[src/core/wwdt_defs.vh]
// Register map, field positions, encodings and timing counts of the windowed watchdog.
`ifndef WWDT_DEFS_VH
`define WWDT_DEFS_VH

// Register indexes as printed; the byte address is four times the index.
`define WWDT_IDX_SETUP 2'h0
`define WWDT_IDX_STATE 2'h1

// Setup register fields.
`define WWDT_CLOSED_HI 7
`define WWDT_CLOSED_LO 4
`define WWDT_TIMEOUT_HI 3
`define WWDT_TIMEOUT_LO 0

// State register fields.
`define WWDT_LOCK_BIT 7
`define WWDT_PENDING_BIT 0

// Reset values.
`define WWDT_SETUP_RESET 8'h00
`define WWDT_LOCK_RESET 1'b0

// Duration codes.
`define WWDT_CODE_OFF 4'h0
`define WWDT_CODE_MIN 4'h1
`define WWDT_CODE_MAX 4'hB
`define WWDT_CODE_SHIFT 4'h2

// Slow tick counter width, enough for 8192 ticks.
`define WWDT_COUNT_W 14

// Unlock span after the key is written, in CPU instructions, one per clock here.
`define WWDT_GUARD_SPAN 3'h4

`endif

[src/core/wwdt_windowed_watchdog.v]
// Windowed watchdog with guarded setup, lock, and slow-tick counting domain.
`timescale 1ns/10ps
`default_nettype none
`include "wwdt_defs.vh"

module wwdt_windowed_watchdog (
    input wire clk,
    input wire rst_n,
    input wire wb_cyc_i,
    input wire wb_stb_i,
    input wire wb_we_i,
    input wire [3:0] wb_adr_i,
    input wire [31:0] wb_dat_i,
    input wire [3:0] wb_sel_i,
    output reg [31:0] wb_dat_o,
    output reg wb_ack_o,
    input wire slowTickPin,
    input wire restartCmd,
    input wire guardKeyWritten,
    input wire debugHalt,
    input wire debugMode,
    input wire fuseLoad,
    input wire [7:0] fuseConfig,
    output reg systemReset,
    output wire crossingPending
);

    localparam PH_OPEN = 1'b0;
    localparam PH_CLOSED = 1'b1;

    reg [7:0] setup;
    reg [7:0] applied;
    reg lockBit;
    reg [2:0] guardCount;
    reg tickS1;
    reg tickS2;
    reg tickS3;
    reg cfgToggle;
    reg cfgS1;
    reg cfgS2;
    reg cfgS3;
    reg rstToggle;
    reg rstS1;
    reg rstS2;
    reg rstS3;
    reg phase;
    reg [`WWDT_COUNT_W-1:0] count;

    // Next values of the counting state, worked out combinationally.
    reg next_phase;
    reg [`WWDT_COUNT_W-1:0] next_count;
    reg next_systemReset;

    wire tickEn;
    wire guardOpen;
    wire busReq;
    wire [1:0] regIdx;
    wire wrSetup;
    wire wrState;
    wire restartBusy;
    wire restartEvent;
    wire cfgEvent;
    wire [3:0] closedCode;
    wire [3:0] timeoutCode;
    wire [`WWDT_COUNT_W:0] closedTicks;
    wire [`WWDT_COUNT_W:0] timeoutTicks;
    wire [`WWDT_COUNT_W:0] limit;
    wire [`WWDT_COUNT_W:0] countNext;

    // Ticks for a duration code; reserved and off codes give zero.
    function [`WWDT_COUNT_W:0] codeTicks;
        input [3:0] code;
        begin
            if (code >= `WWDT_CODE_MIN && code <= `WWDT_CODE_MAX) begin
                codeTicks = {{`WWDT_COUNT_W{1'b0}}, 1'b1} << (code + `WWDT_CODE_SHIFT);
            end else begin
                codeTicks = {(`WWDT_COUNT_W+1){1'b0}};
            end
        end
    endfunction

    // True when a duration is off or reserved, so that span is not in use.
    function ticksZero;
        input [`WWDT_COUNT_W:0] ticks;
        begin
            ticksZero = (ticks == {(`WWDT_COUNT_W+1){1'b0}});
        end
    endfunction

    // The tick pin is foreign to clk, so only the second and third stages feed the edge detector.
    assign tickEn = tickS2 & ~tickS3;
    assign guardOpen = (guardCount != 3'h0);
    assign busReq = wb_cyc_i & wb_stb_i & ~wb_ack_o;
    assign regIdx = wb_adr_i[3:2];
    assign wrSetup = busReq & wb_we_i & wb_sel_i[0] & (regIdx == `WWDT_IDX_SETUP);
    assign wrState = busReq & wb_we_i & wb_sel_i[0] & (regIdx == `WWDT_IDX_STATE);
    assign crossingPending = (cfgToggle != cfgS3);
    assign restartBusy = (rstToggle != rstS3);
    assign restartEvent = tickEn & (rstS2 != rstS3);
    assign cfgEvent = tickEn & (cfgS2 != cfgS3);
    assign closedCode = applied[`WWDT_CLOSED_HI:`WWDT_CLOSED_LO];
    assign timeoutCode = applied[`WWDT_TIMEOUT_HI:`WWDT_TIMEOUT_LO];
    assign closedTicks = codeTicks(closedCode);
    assign timeoutTicks = codeTicks(timeoutCode);
    assign limit = (phase == PH_CLOSED) ? closedTicks : timeoutTicks;
    assign countNext = {1'b0, count} + {{`WWDT_COUNT_W{1'b0}}, 1'b1};

    always @(posedge clk or negedge rst_n) begin
        if (!rst_n) begin
            wb_ack_o <= 1'b0;
            wb_dat_o <= 32'h00000000;
        end else begin
            wb_ack_o <= busReq;
            if (busReq) begin
                case (regIdx)
                    `WWDT_IDX_SETUP: begin
                        wb_dat_o <= {24'h000000, setup};
                    end
                    `WWDT_IDX_STATE: begin
                        wb_dat_o <= {24'h000000, lockBit, 6'h00, crossingPending};
                    end
                    default: begin
                        wb_dat_o <= 32'h00000000;
                    end
                endcase
            end
        end
    end

    // Guard window: the key pulse opens it for a fixed number of clk cycles.
    // A new key while the window is open simply restarts the span.
    always @(posedge clk or negedge rst_n) begin
        if (!rst_n) begin
            guardCount <= 3'h0;
        end else begin
            if (guardKeyWritten) begin
                guardCount <= `WWDT_GUARD_SPAN;
            end else if (guardOpen) begin
                guardCount <= guardCount - 3'h1;
            end
        end
    end

    // Setup copy on the CPU side; every accepted write launches one crossing.
    // The fuse load bypasses the crossing because the tick may not run yet at boot.
    always @(posedge clk or negedge rst_n) begin
        if (!rst_n) begin
            setup <= `WWDT_SETUP_RESET;
            cfgToggle <= 1'b0;
        end else begin
            if (fuseLoad) begin
                setup <= fuseConfig;
            end else begin
                // A write while the previous one still crosses would tear the applied copy.
                if (wrSetup && guardOpen && !lockBit && !crossingPending) begin
                    setup <= wb_dat_i[7:0];
                    cfgToggle <= ~cfgToggle;
                end
            end
        end
    end

    // Lock: software may only set it; clearing needs debug mode.
    // It lives in the clk domain, so no crossing delays its effect on writes.
    always @(posedge clk or negedge rst_n) begin
        if (!rst_n) begin
            lockBit <= `WWDT_LOCK_RESET;
        end else begin
            if (fuseLoad) begin
                lockBit <= (fuseConfig[`WWDT_TIMEOUT_HI:`WWDT_TIMEOUT_LO] != `WWDT_CODE_OFF);
            end else begin
                if (wrState && guardOpen) begin
                    if (wb_dat_i[`WWDT_LOCK_BIT]) begin
                        lockBit <= 1'b1;
                    end else if (debugMode) begin
                        lockBit <= 1'b0;
                    end
                end
            end
        end
    end

    // Restart request: a toggle, so a one-cycle pulse survives the slow sampling.
    // Pulses that arrive while the toggle is still crossing are dropped on purpose.
    always @(posedge clk or negedge rst_n) begin
        if (!rst_n) begin
            rstToggle <= 1'b0;
        end else begin
            if (restartCmd && !restartBusy) begin
                rstToggle <= ~rstToggle;
            end
        end
    end

    // Tick pin synchronizer and edge history.
    always @(posedge clk or negedge rst_n) begin
        if (!rst_n) begin
            tickS1 <= 1'b0;
            tickS2 <= 1'b0;
            tickS3 <= 1'b0;
        end else begin
            tickS1 <= slowTickPin;
            tickS2 <= tickS1;
            tickS3 <= tickS2;
        end
    end

    // Slow tick domain stages: they advance only on the tick enable.
    // Stepping on the tick makes both crossings last two to three tick periods.
    always @(posedge clk or negedge rst_n) begin
        if (!rst_n) begin
            cfgS1 <= 1'b0;
            cfgS2 <= 1'b0;
            cfgS3 <= 1'b0;
            rstS1 <= 1'b0;
            rstS2 <= 1'b0;
            rstS3 <= 1'b0;
        end else begin
            if (tickEn) begin
                cfgS1 <= cfgToggle;
                cfgS2 <= cfgS1;
                cfgS3 <= cfgS2;
                rstS1 <= rstToggle;
                rstS2 <= rstS1;
                rstS3 <= rstS2;
            end
        end
    end

    // Applied copy used by the counter; setup is stable while the crossing runs.
    always @(posedge clk or negedge rst_n) begin
        if (!rst_n) begin
            applied <= `WWDT_SETUP_RESET;
        end else begin
            if (fuseLoad) begin
                applied <= fuseConfig;
            end else if (cfgEvent) begin
                applied <= setup;
            end
        end
    end

    // Next counting state; one tick enable moves it by at most one step.
    // Counting depends only on the tick, the restart crossing, debugHalt and the applied setup, so any sleep state keeps it running.
    always @* begin
        next_count = count;
        next_phase = phase;
        next_systemReset = 1'b0;
        if (tickEn) begin
            if (debugHalt || ticksZero(timeoutTicks)) begin
                next_count = {`WWDT_COUNT_W{1'b0}};
                next_phase = PH_OPEN;
            end else if (ticksZero(closedTicks) && phase == PH_CLOSED) begin
                next_phase = PH_OPEN;
                next_count = {`WWDT_COUNT_W{1'b0}};
            end else if (restartEvent) begin
                next_count = {`WWDT_COUNT_W{1'b0}};
                if (phase == PH_CLOSED) begin
                    next_systemReset = 1'b1;
                    next_phase = PH_OPEN;
                end else if (!ticksZero(closedTicks)) begin
                    next_phase = PH_CLOSED;
                end
            end else if (countNext >= limit) begin
                next_count = {`WWDT_COUNT_W{1'b0}};
                if (phase == PH_CLOSED) begin
                    next_phase = PH_OPEN;
                end else begin
                    next_systemReset = 1'b1;
                end
            end else begin
                next_count = countNext[`WWDT_COUNT_W-1:0];
            end
        end
    end

    // Counting state registers; the reset pulse is registered, never combinational.
    always @(posedge clk or negedge rst_n) begin
        if (!rst_n) begin
            phase <= PH_OPEN;
            count <= {`WWDT_COUNT_W{1'b0}};
            systemReset <= 1'b0;
        end else begin
            phase <= next_phase;
            count <= next_count;
            systemReset <= next_systemReset;
        end
    end

endmodule
`default_nettype wire

[config.mk]
export PLATFORM = sky130hd
export DESIGN_NAME = wwdt_windowed_watchdog
export DESIGN_NICKNAME = d
export VERILOG_FILES = /design/src/core/wwdt_windowed_watchdog.v
export VERILOG_INCLUDE_DIRS = /design/src /design/src/core
export SDC_FILE = /design/constraint.sdc
export NUM_CORES = 1
export LEC_CHECK = 0
export ABC_AREA = 0
export BUFFER_PORTS_ARGS = -buffer_cell sky130_fd_sc_hd__buf_2
export CORE_ASPECT_RATIO = 1.2
export CORE_MARGIN = 1.5
export CORE_UTILIZATION = 55
export DETAILED_ROUTE_END_ITERATION = 16
export GPL_TIMING_DRIVEN = 0
export PLACE_DENSITY = 0.9
export SLEW_MARGIN = 20
export SYNTH_ARGS = -nofsm -noshare
export SYNTH_HDL_FRONTEND = slang
export SYNTH_SLANG_ARGS = --single-unit
export TNS_END_PERCENT = 5
[constraint.sdc]
create_clock -name clk -period 5.46 [get_ports clk]
set_clock_uncertainty 0.05 [all_clocks]
set_input_delay 1.092 -clock clk [delete_from_list [all_inputs] [get_ports clk]]
set_output_delay 1.092 -clock clk [all_outputs]
set_load 0.05 [all_outputs]
-- Word level (Yosys, flattened, before mapping)
Cells that the tools add are included.
- register bits after elaboration: 80
- input bits: 59
- output and inout port bits: 35
- logic and storage cells: 107
- add/subtract/negate cells: 4
- magnitude comparators: 5
- equal/unequal tests: 5
- shift operators: 2
- multiplexer cells: 31
- bitwise gates (word level): 14
- reduce and logical (&&, ||, !) cells: 26
- operator list (cell ; number):
    $mux 14 ; 4
    $mux 15 ; 3
    $mux 8 ; 4
    $logic_not 15->1 ; 2
    $shl 1x4->15 const A ; 2
    $mux 1 ; 17
    $pmux 8 s2 ; 1
    $add 14x1->15 const B ; 1
    $ge 15x15->1 ; 1
    $and 1x1->1 ; 9
    $add 4x2->4 const B ; 2
    $ge 4x1->1 const B ; 2
    $le 4x4->1 const B ; 2
    $logic_and 1x1->1 ; 8
    $reduce_bool 2->1 ; 4
    $reduce_bool 4->1 ; 2
    $mux 3 ; 2
    $reduce_and 2->1 ; 3
    $reduce_bool 3->1 ; 2
    $not 1->1 ; 5
    $ne 1x1->1 ; 4
    $logic_not 1->1 ; 3
    $sub 3x1->3 const B ; 1
    $eq 2x1->1 const B ; 1
    other kinds (2) ; 2

-- Longest topological paths before layout
Gate-level depths: netlist of the first run.
- word-level depth: 10
- gate-level depth with buffers: 15

-- Least setup slack after synthesis of the first run
Ideal clock, no wire load.
- kind: register -> register
- start: register applied[6]
- end: register count[2]
- library setup time: 0.064 ns
- arrival time: 2.984 ns
- setup slack: 2.362 ns
- cell stages (with the launch flop): 14
- cell sequence: dfrtp_1 -> ha_1 -> clkbuf_1 -> xnor2_1 -> nor3_1 -> a22oi_1 -> ha_1 -> a21oi_1 -> o21ai_1 -> a2111oi_4 -> o2111ai_4 -> buf_6 -> nor3b_2 -> a21o_1
- longest elaborated chain between the ends: 9
- elaborated cells between the ends (all ways): 14
- RTL lines (element ; RTL line ; text):
    start: declaration ; wwdt_windowed_watchdog.v:32 ; reg [7:0] applied;
    start signal: assignment ; wwdt_windowed_watchdog.v:233 ; applied <= `WWDT_SETUP_RESET;
    start signal: assignment ; wwdt_windowed_watchdog.v:236 ; applied <= fuseConfig;
    start signal: assignment ; wwdt_windowed_watchdog.v:238 ; applied <= setup;
    $add 4x2->4 (no source line) (tied with other cells) ; n/a ;
    $shl 1x4->15 or $logic_and 1x1->1 (tied branches) ; n/a ;
    $mux 15 (*) ; wwdt_windowed_watchdog.v:74 ; if (code >= `WWDT_CODE_MIN && code <= `WWDT_CODE_MAX) begin
    $mux 15 ; wwdt_windowed_watchdog.v:105 ; assign limit = (phase == PH_CLOSED) ? closedTicks : timeoutTicks;
    $ge 15x15->1 ; wwdt_windowed_watchdog.v:264 ; end else if (countNext >= limit) begin
    $mux 14 ; wwdt_windowed_watchdog.v:264 ;
    $mux 14 ; wwdt_windowed_watchdog.v:256 ; end else if (restartEvent) begin
    $mux 14 (*) ; wwdt_windowed_watchdog.v:253 ; end else if (ticksZero(closedTicks) && phase == PH_CLOSED) begin
    $mux 14 (*) ; wwdt_windowed_watchdog.v:250 ; if (debugHalt || ticksZero(timeoutTicks)) begin
    end signal: assignment ; wwdt_windowed_watchdog.v:281 ; count <= {`WWDT_COUNT_W{1'b0}};
    end signal: assignment ; wwdt_windowed_watchdog.v:285 ; count <= next_count;
    end: declaration ; wwdt_windowed_watchdog.v:47 ; reg [`WWDT_COUNT_W-1:0] count;
Mark *: on every way between the ends. The rest lies on a longest branch, timed or not.
A chain may end at the register's enable or synchronous reset.

-- Final worst setup path of the first run
Ends and elaborated chain as after synthesis.

==> results of run 1 <==
## stage by stage
step | util | cells | power, mW | worst slack, ns | hold slack, ns
3_5_place_dp | 0.6345 | 560 | 0.8791 | 1.805 | 0.3220
2_1_floorplan | - | 435 | 0.7874 | 2.362 | 0.2812
6_report | 0.6559 | 568 | 1.216 | 1.695 | 0.3384
3_3_place_gp | 0.6341 | 560 | 0.8568 | 1.958 | 0.2848
5_1_grt | 0.6559 | 568 | 1.274 | 1.441 | 0.3620
4_1_cts | 0.6559 | 568 | 1.207 | 1.768 | 0.3467
## registers in the layout, summed over array words and instances, names as in the netlist, 3 cells and up
name,count
guardCount,3
setup,8
applied,8
count,14
wb_dat_o,8
## worst max-delay path, stage by stage (launching register included)
cell and delay, ns:
dfrtp_1 0.48, ha_1 0.22, clkbuf_1 0.18, xnor2_1 0.61, nor2_1 0.20, a22oi_1 0.26, ha_1 0.28, nand4_1 0.16
nor4_1 0.12, a2111oi_4 0.45, o2111ai_4 0.26, buf_6 0.21, nor3b_2 0.15, a21o_1 0.09
## cell usage in the layout (no fill, tap or decap), drive strengths merged, types with 2 or more instances in the layout
cell      n
o31ai     4
a32oi     4
nand2b   13
nand3    15
o21ai    20
xnor2    11
and3     12
nor4      3
nand2    78
nor2b     4
a31oi     5
ha       20
inv      15
conb     24
or3       2
clkbuf   15
a21oi    12
nand4b    2
a21o      5
mux2i    14
dfrtp    56
nor3      8
xor2      8
bufinv    2
nand4bb   2
nor3b     4
nor2     20
a211oi    3
a22oi    11
nand4     4
nor4b     2
a41oi     4
buf      69
## per-layer routing
| layer | track usage | vias to the layer above | wire, um | share of wire |
|---|---|---|---|---|
| met5 | 0 | - | 0 | 0 |
| met4 | 0.08939 | 0 | 210 | 0.025 |
| met3 | 0.03842 | 26 | 399 | 0.048 |
| met2 | 0.4500 | 137 | 4349 | 0.52 |
| met1 | 0.2775 | 1539 | 3361 | 0.40 |
| li1 | - | 1545 | - | - |
## cell families (layout without fill, tap and decap cells)
kind of cell | after synthesis | after routing | synth area share
AOI/OAI and AO/OA | 75 | 75 | 0.1497
xor gates and xnor gates | 19 | 19 | 0.04504
adders and majority gates | 20 | 20 | 0.06773
buffers and inverters | 53 | 101 | 0.08398
DFF | 56 | 56 | 0.3793
muxes | 15 | 15 | 0.04097
other | 1 | 24 | 0.001015
and+or+nand+nor | 173 | 173 | 0.2323
## layout make-up
cell class | instances | share of cell area
Multi-Input combinational cell | 326 | 0.4895
Timing Repair Buffer | 40 | 0.04794
Clock buffer | 5 | 0.01628
Inverter | 14 | 0.01243
Buffer | 39 | 0.06096
Sequential cell | 56 | 0.3315
Clock inverter | 3 | 0.01628
Tap cell | 85 | 0.02516
## power by group
part           leakage, nW  internal (mW)  total [mW]  switching [mW]
Clock               0.0687          0.185       0.334           0.149
Sequential           0.720          0.455       0.496          0.0406
Combinational         1.44          0.130       0.386           0.256
## how the worst max path moves through the flow
stage | from | end | slack (ns)
2_1_floorplan | applied[6] | count[2] | 2.36
3_3_place_gp | applied[6] | count[2] | 1.96
3_5_place_dp | applied[6] | count[5] | 1.80
4_1_cts | applied[6] | count[5] | 1.77
5_1_grt | applied[6] | count[2] | 1.44
6_report | applied[6] | count[2] | 1.70
==> out/results.md, run 1 <==
* 4228 sq um — Final Cell Area
* tickS2 — hold path endpoint
* 0 — pins over their slew limit
* 5 — number of buffers inserted during clock tree synthesis
* 55 — number of distinct library cell variants in the gate-level netlist after synthesis
* dfrtp_1 (38%), nand2_1 (7.9%), ha_1 (6.8%) — dominant cells by area after synthesis
* false — setup repair after global routing missed its margin
* 0 — post-route ant nets
* 1.70 ns — FF-to-FF setup slack
* 6446 sq um — core outline area
* 0.9509 — weighted congestion reported at the end of routability-driven placement
* 0 — DRC violations left
* 5.717 — detailed-route vias per instance
* 5.68 ns — Crit path required time
* 0 — warning count from the yosys run
* 0.7054 ns — transition at the pin with the smallest max-transition slack
* 0.11 ns — clock slew seen by the registers of the worst setup and hold paths
* 1401 sq um — area used by sequential logic in the layout
* 2 — clock tree buffer depth
* 13 — depth of the most critical reg-to-reg path
* 14.15 mm — global-route wire length before repair
* 0.6895 — fin crit share
* 0 ns — sum of negative setup slack
* reg -> reg — Min-Delay Path Class
* 3.99 ns — arrival time worst endpoint
* 0.3793 — register area share after synthesis
* 8.968 sq um — synthesized area per cell
* 515 — number of fill cells
* 2 — maximum level of the CTS H-tree
* 32 — Cell Rows
* 3247 — vias
* 2.228 nW — P_leak
* 0 — number of failing hold endpoints at the final stage
* 6 — drt first pass iters
* 3695 sq um — synthesized cell area
* register — startpoint types
* 0.1801 — fraction of final layout cells sized beyond drive strength 1
* 6.279 mm — half-perimeter wire length after placement
* 0 — number of enable flip-flop cells after synthesis
* 0.3793 — area fraction of the dominant cell type after synthesis
* complete, no violations — run status
* 412 — count of mapped cells out of synthesis
* 0.32 ns — Skew-Pair Late Insertion Delay
* 0 — ANT cells
* 287.6 nW/um^2 — power density over cell area
* 14.43% — layout-stage area growth over the synthesis result
* dfrtp_1 — most instantiated flip-flop cell in the synthesis netlist
* dfrtp_1 — post-synth top area cell
* 0 — number of cells traversed by the worst hold path
* 265.6 MHz — achievable clock frequency
* yes — clock tree from TritonCTS
* tickS1 — start point of the worst hold path
* 0 — quantity of gates resized following cts
* 0 — total congestion overflow after global routing
* 94 — num ports
* count[2] — Reg-to-Reg End
* 10 — Max FO, Critical Path
* 0.5264 — relative slew slack
* 2069 sq um — area occupied by multi-input gates
* 164 — number of violations reported at the end of detailed-routing iteration 0
* 217.9 uV — VDD IR max
* 56 — total clock sinks
* 3192 — number of global-route vias before repair
* 3.765 ns — post-layout minimum cycle time
* 92.79 um — Die Height
* 0.2429 — gr usage total
* 0.5732 — effective utilization at floorplan
* reg -> reg — type of the worst setup path
* 56 — number of register bits inferred by synthesis
* 0 — Hold Buf Count CTS
* 0 — max-capacitance violation count
* nand2_1 (78), dfrtp_1 (56), buf_4 (24) — cell types with the highest counts after synthesis
* nand2_1 — most instantiated library cell after synthesis
* 4090 sq um — post-place instance area
* 0 — number of failing setup endpoints in the final timing report
* 8.320 mm — total wire length
* 57 — pin count of the biggest net entering global routing
* 14.65 um — DR WL/cell
* 1.000 — fraction of registers with async set/reset
* 0 — Post CTS Setup Buffer Count
* 7221 sq um — Die Outline Area
* 561 — Final #Nets
* 40 — Port-buffer cells
* 77.82 um — width of the die
* 0 — antenna violations before repair
* register — Critical Path End Type
* applied[6] — critical register-to-register path startpoint
* clkbuf_8 — root buffer cell
No activity file was read; power rests on OpenSTA's default activity.
==> inputs of run 2 (changes only) <==
CORE_UTILIZATION = 54   (was 55)
PLACE_DENSITY = 0.89   (was 0.9)
clock period = 3.67 ns   (was 5.46 ns; I/O delays follow)
==> run 2 against run 1 <==
  * Flip-flop and latch count unchanged
  * Combinational power increased by 48%
  * Total power grew 39%
  * Sequential power is 49% higher
  * Via count shrank 3.9%
  * Clock power rose by 15%
  * Maximum frequency up 6.8%
  * Register-to-register slack worse by 1.6 ns
  * Clock-buffer cell count did not move
  * Critical path depth unchanged
  * Final area fell by 0.41%
  * Worst hold slack worse by 0.021 ns
==> out/results.md, run 2 (synthesized netlist as in run 1, its figures left out) <==
* 2 — Bufs and invs on worst path, unchanged
* 0 — max-capacitance violation count, unchanged
* 40 — Port-buffer cells, unchanged
* 164 — number of violations reported at the end of detailed-routing iteration 0, unchanged
* 10 — Max FO, Critical Path, unchanged
* 56 — total clock sinks, unchanged
* register — Critical Path End Type, unchanged
* 3.526 ns — post-layout minimum cycle time, was 3.765 ns
* 0.57 ns — max incr delay on CP, was 0.61 ns
* 3119 — vias, was 3247
* 5.501 — detailed-route vias per instance, was 5.717
* nor4_1 — CP max stage cell, was xnor2_1
* 0.1888 — fraction of final layout cells sized beyond drive strength 1, was 0.1801
* true — setup repair after global routing missed its margin, was false
* 0 — DRC violations left, unchanged
* 6.255 mm — half-perimeter wire length after placement, was 6.279 mm
* 2 — maximum level of the CTS H-tree, unchanged
* 560 — count of placed standard cells including taps, unchanged
* 6 — drt first pass iters, unchanged
* 13.95% — layout-stage area growth over the synthesis result, was 14.43%
* 3.85 ns — Crit path required time, was 5.68 ns
* 7349 sq um — Die Outline Area, was 7221 sq um
* 560 — Final #Nets, was 561
* 0 — post-route ant nets, unchanged
* 13.44 mm — global-route wire length before repair, was 14.15 mm
* 0.5293 — relative slew slack, was 0.5264
* 0 — total congestion overflow after global routing, unchanged
* 0.9197 — weighted congestion reported at the end of routability-driven placement, was 0.9509
* 8.128 mm — total wire length, was 8.320 mm
* nand2_1 — commonest non-fill, non-tap cell in the layout, unchanged
* 332.0 uV — VDD IR max, was 217.9 uV
* 5 — number of buffers inserted during clock tree synthesis, unchanged
* -0.03702 ns — Setup WS pre-CTS, was 1.805 ns
* 567 — non-filler cells, final, was 568
* 0.1439 ns — final critical-path setup slack, was 1.695 ns
* reg -> reg — Min-Delay Path Class, unchanged
* 0.6451 — core occupancy in the finished layout, was 0.6559
* complete, no violations — run status, unchanged
* 283.6 MHz — achievable clock frequency, was 265.6 MHz
* 402.1 nW/um^2 — power density over cell area, was 287.6 nW/um^2
* 14 — flip-flop count of the largest register, all copies and words added, unchanged
* 0 — Hold Buf Count CTS, unchanged
* ha_1, buf_1, nand2_1, nor2_1, a22oi_1, ha_1, nand4_1, nor4_1, a2111oi_4, o2111ai_4, buf_6, nor3b_2, a21o_1 — cells along the critical path, was ha_1, clkbuf_1, xnor2_1, nor2_1, a22oi_1, ha_1, nand4_1, nor4_1, a2111oi_4, o2111ai_4, buf_6, nor3b_2, a21o_1
* 14.34 um — DR WL/cell, was 14.65 um
* 2093 sq um — area occupied by multi-input gates, was 2069 sq um
* 0.5661 — effective utilization at floorplan, was 0.5732
* 0.33 ns — Skew-Pair Late Insertion Delay, was 0.32 ns
* yes — clock tree from TritonCTS, unchanged
* 1404 sq um — area used by sequential logic in the layout, was 1401 sq um
* nand2_1 (78), dfrtp_1 (54), buf_2 (41), buf_4 (25), conb_1 (24) — highest-count cells in the layout ignoring fill and taps, was nand2_1 (78), dfrtp_1 (56), buf_2 (41), buf_4 (25), conb_1 (24)
* 0 — pins over their slew limit, unchanged
* register — startpoint types, unchanged
* 93.61 um — Die Height, was 92.79 um
* 6526 sq um — core outline area, was 6446 sq um
* 0.9608 — fin crit share, was 0.6895
* clkbuf_8 — root buffer cell, unchanged
* ha_1 — CP dominant cell by count, unchanged
* 94 — num ports, unchanged
* 0 — Post CTS Setup Buffer Count, unchanged
* simple AND/OR/NAND/NOR gates — family with the most delay on the worst path, was compound AO/OA/AOI/OAI gates
* 78.51 um — width of the die, was 77.82 um
* 0 — number of failing hold endpoints at the final stage, unchanged
* 2.213 nW — P_leak, was 2.228 nW
* 2 — clock tree buffer depth, unchanged
* count — largest register by flop count, unchanged
* 0 — antenna violations before repair, unchanged
* 538 — number of fill cells, was 515
* 0 — ANT cells, unchanged
* 0.2320 — gr usage total, was 0.2429
* 0 — number of failing setup endpoints in the final timing report, unchanged
* 32 — Cell Rows, unchanged
* 2964 — number of global-route vias before repair, was 3192
* 3.71 ns — arrival time worst endpoint, was 3.99 ns
* reg -> reg — type of the worst setup path, unchanged
* 57 — pin count of the biggest net entering global routing, unchanged
* 0.12 ns — clock slew seen by the registers of the worst setup and hold paths, was 0.11 ns
* 0.7060 ns — transition at the pin with the smallest max-transition slack, was 0.7054 ns
-- run 2: cell count changes in the layout (fill, tap and decap cells not counted) --
cell / change
clkbuf_1: -1
xnor2_1: -1
dfrtp_1: -2
inv_6: +1
bufinv_16: -2
dfrtp_2: +2
inv_8: +1
nor3_1: -1
nor3_2: +1
xnor2_4: +1
-- run 2: final timing paths --
kind                             from    endpoint  slack, ns  depth (start not counted)
hold reg to reg                tickS1      tickS2       0.32                          0
max in group asynchronous       rst_n  applied[2]       2.66                          1
setup / recovery           applied[6]    count[2]       0.14                         13
min in group asynchronous       rst_n    count[6]       0.37                          1
hold / removal                 tickS1      tickS2       0.32                          0
setup reg to reg           applied[6]    count[2]       0.14                         13
-- run 2: where the power goes --
| group | switching [mW] | total, mW | internal [mW] | leakage [nW] |
|---|---|---|---|---|
| logic | 0.376 | 0.572 | 0.196 | 1.44 |
| clock network | 0.238 | 0.383 | 0.145 | 0.0511 |
| registers | 0.0600 | 0.738 | 0.678 | 0.718 |
-- run 2: timing repair --
action	4_1_cts	5_1_grt
resized for setup	1	4
endpoints found under the hold margin	0	0
endpoints found under the setup margin	2	12
cloned	0	0
pin swaps	0	2
-- run 2: per-layer routing --
| metal | part of all wire | up-vias | wire length [um] | track usage |
|---|---|---|---|---|
| li1 | - | 1542 | - | - |
| met1 | 0.42 | 1478 | 3443 | 0.2784 |
| met2 | 0.52 | 86 | 4240 | 0.4274 |
| met3 | 0.035 | 13 | 287 | 0.02634 |
| met4 | 0.019 | 0 | 157 | 0.07589 |
| met5 | 0 | - | 0 | 0 |
-- run 2: stage by stage --
stage | TNS [ns] | instance area (sq um) | hold slack [ns] | power, mW
floorplan | 0 | 3781 | 0.2812 | 1.171
global placement | 0 | 4088 | 0.2863 | 1.285
detailed placement | -0.03702 | 4090 | 0.2949 | 1.311
CTS | 0 | 4195 | 0.3211 | 1.693
global route | -0.05431 | 4210 | 0.3283 | 1.783
finish | 0 | 4210 | 0.3171 | 1.693
-- run 2: final cells by class --
type                       count  share of cell area
buffer                        38             0.06033
clock buffer                   5             0.01634
clock inverter                 3            0.006835
inverter                      14             0.01248
multi-input combinational    326              0.4972
sequential                    56              0.3334
tap                           85             0.02526
timing repair buffer          40             0.04814
-- run 2: worst register-to-register path: cells and delay by family, from the launching register on --
kind / cells / cell delay, ns
AO/OA/AOI/OAI: 4 / 0.65
adder cells (fa/ha/maj): 2 / 0.63
buffers and inverters: 2 / 0.56
flip-flops: 1 / 0.49
AND/OR/NAND/NOR: 5 / 1.05
==> inputs of run 3 (changes only) <==
PLACE_DENSITY = 0.81   (was 0.89)
REMOVE_ABC_BUFFERS = 1   (was default)
==> run 3 against run 2 <==
  * Critical path depth fell by 2
  * Final cell count fell by 6.7%
  * Maximum frequency rose by 2.7%
  * Core utilization fell by 4.0 points
  * Critical path type unchanged
  * Largest cell class unchanged
  * Largest power group unchanged
==> out/results.md, run 3 (synthesized netlist as in run 1, its figures left out) <==
* compound AO/OA/AOI/OAI gates — family with the most delay on the worst path, was simple AND/OR/NAND/NOR gates
* 2.044 nW — P_leak, was 2.213 nW
* 0.9356 — fin crit share, was 0.9608
* 0 — total congestion overflow after global routing, unchanged
* reg -> reg — Min-Delay Path Class, unchanged
* 0.8974 — weighted congestion reported at the end of routability-driven placement, was 0.9197
* 2896 — number of global-route vias before repair, was 2964
* 56 — total clock sinks, unchanged
* 0.3930 — M2 GR Usage, was 0.4274
* tickS2 — hold path endpoint, unchanged
* tickS1 — start point of the worst hold path, unchanged
* 6.874% — layout-stage area growth over the synthesis result, was 13.95%
* count — largest register by flop count, unchanged
* 78.51 um — width of the die, unchanged
* 7.461 mm — total wire length, was 8.128 mm
* 0 — Hold Buf Count CTS, unchanged
* 0.3972 — net switching fraction of the power, was 0.3982
* 269.0 uV — VDD IR max, was 332.0 uV
* 2 — maximum level of the CTS H-tree, unchanged
* 0 — antenna violations before repair, unchanged
* 6526 sq um — core outline area, unchanged
* 3.89 ns — Crit path required time, was 3.85 ns
* 11 — depth of the most critical reg-to-reg path, was 13
* register — Critical Path End Type, unchanged
* 14 — flip-flop count of the largest register, all copies and words added, unchanged
* 57 — pin count of the biggest net entering global routing, unchanged
* 0.24 ns — FF-to-FF setup slack, was 0.14 ns
* 0 — ANT cells, unchanged
* 0.461 — sequential cell fraction of total power, was 0.436
* yes — clock tree from TritonCTS, unchanged
* 12.83 mm — global-route wire length before repair, was 13.44 mm
* 0 — Bufs and invs on worst path, was 2
* 115 — number of violations reported at the end of detailed-routing iteration 0, was 164
* 5.584 mm — half-perimeter wire length after placement, was 6.255 mm
* complete, no violations — run status, unchanged
* nand2_1 — commonest non-fill, non-tap cell in the layout, unchanged
* 0.227 — clock share of power, was 0.226
* 3832 sq um — post-place instance area, was 4090 sq um
* clkbuf_8 — root buffer cell, unchanged
* 0.11 ns — clock slew seen by the registers of the worst setup and hold paths, was 0.12 ns
* nand2_1 (78), dfrtp_1 (55), buf_2 (39), conb_1 (24), nor2_1 (20) — highest-count cells in the layout ignoring fill and taps, was nand2_1 (78), dfrtp_1 (54), buf_2 (41), buf_4 (25), conb_1 (24)
* 94 — num ports, unchanged
* 415.3 nW/um^2 — power density over cell area, was 402.1 nW/um^2
* 3.434 ns — post-layout minimum cycle time, was 3.526 ns
* 0.2595 — met1 global-route usage, was 0.2784
* 4 — drt first pass iters, was 6
* 0 ns — sum of negative setup slack, unchanged
* 0.4228 — relative slew slack, was 0.5293
* 14.10 um — DR WL/cell, was 14.34 um
* reg -> reg — type of the worst setup path, unchanged
* 0.1419 — fraction of final layout cells sized beyond drive strength 1, was 0.1888
* 0 — pins over their slew limit, unchanged
* 0.8641 ns — transition at the pin with the smallest max-transition slack, was 0.7060 ns
* 40 — Port-buffer cells, unchanged
* 5 — number of buffers inserted during clock tree synthesis, unchanged
* 291.2 MHz — achievable clock frequency, was 283.6 MHz
* 0 — post-route ant nets, unchanged
* 0.312 — combinational group share of total power, was 0.338
* 3.65 ns — arrival time worst endpoint, was 3.71 ns
* dfrtp_1 — CP max stage cell, was nor4_1
* met2 — grt peak-use layer, unchanged
* 2961 — vias, was 3119
* 3949 sq um — Final Cell Area, was 4210 sq um
* 0.5661 — effective utilization at floorplan, unchanged
* 1.640 mW — overall power consumption, was 1.693 mW
* 0 — DRC violations left, unchanged
* applied[2] — critical register-to-register path startpoint, was applied[6]
* 0.03707 — routing usage on met3, was 0.02634
* 93.61 um — Die Height, unchanged
* count[12] — Reg-to-Reg End, was count[2]
* 0.9885 mW — internal power contribution, was 1.019 mW
* ha_2, mux2_2, and2_1, a22oi_1, ha_1, a21oi_1, o21ai_1, a2111oi_4, o2111ai_4, nor3b_1, a21o_1 — cells along the critical path, was ha_1, buf_1, nand2_1, nor2_1, a22oi_1, ha_1, nand4_1, nor4_1, a2111oi_4, o2111ai_4, buf_6, nor3b_2, a21o_1
* 7349 sq um — Die Outline Area, unchanged
* 522 — Final #Nets, was 560
* 0 — number of failing hold endpoints at the final stage, unchanged
* false — setup repair after global routing missed its margin, was true
* 0.32 ns — Skew-Pair Late Insertion Delay, was 0.33 ns
* 0 — max-capacitance violation count, unchanged
* 5.597 — detailed-route vias per instance, was 5.501
* 16 — Max FO, Critical Path, was 10
* 32 — Cell Rows, unchanged
* 0.6513 mW — switching power, was 0.6742 mW
* 2 — clock tree buffer depth, unchanged
* 0.2142 — gr usage total, was 0.2320
* 0 — number of failing setup endpoints in the final timing report, unchanged
* 0.50 ns — max incr delay on CP, was 0.57 ns
* register — startpoint types, unchanged
* 0 — number of cells traversed by the worst hold path, unchanged
## run 3: power by group through the flow
stage,logic (mW),clock network (mW),registers (mW)
2_1_floorplan,0.358,0,0.779
3_3_place_gp,0.487,0,0.761
3_5_place_dp,0.503,0,0.765
4_1_cts,0.505,0.381,0.754
5_1_grt,0.565,0.397,0.766
6_report,0.512,0.372,0.756
## run 3: routing by layer
| layer | share of wire | wire length, um |
|---|---|---|
| met5 | 0 | 0 |
| met4 | 0.0097 | 72 |
| met3 | 0.042 | 316 |
| met2 | 0.50 | 3766 |
| met1 | 0.44 | 3305 |
## run 3: how the worst max path moves through the flow
stage | cells after the start | startpoint | end | slack (ns)
floorplan | 11 | applied[1] | count[12] | 0.60
global placement | 11 | applied[6] | count[2] | 0.21
detailed placement | 11 | applied[1] | count[12] | 0.15
CTS | 11 | applied[1] | count[12] | 0.12
global route | 11 | applied[2] | count[12] | 0.01
finish | 11 | applied[2] | count[12] | 0.24
## run 3: repair_timing
item,4_1_cts,5_1_grt
setup buffers,0,0
gates resized for setup,0,5
setup endpoints to repair,0,14
## run 3: layout make-up
cell class / count / area, sq um
flip-flops and latches: 56 / 1403
clock buffers: 5 / 68.82
clock inverters: 3 / 25.02
inverters: 14 / 52.55
multi-input cells: 326 / 2091
repair buffers: 40 / 202.7
well taps: 85 / 106.4
fillers: 592 / 2577
## run 3: stage by stage
stage	std cells	utilization	hold WS (ns)	worst slack (ns)
after global placement	521	0.5868	0.2825	0.2106
after CTS	529	0.6016	0.3182	0.1165
final	529	0.6051	0.3157	0.2363
after global routing	529	0.6051	0.3424	0.01398
after floorplan	396	-	0.2812	0.6025
after detailed placement	521	0.5872	0.2913	0.1480
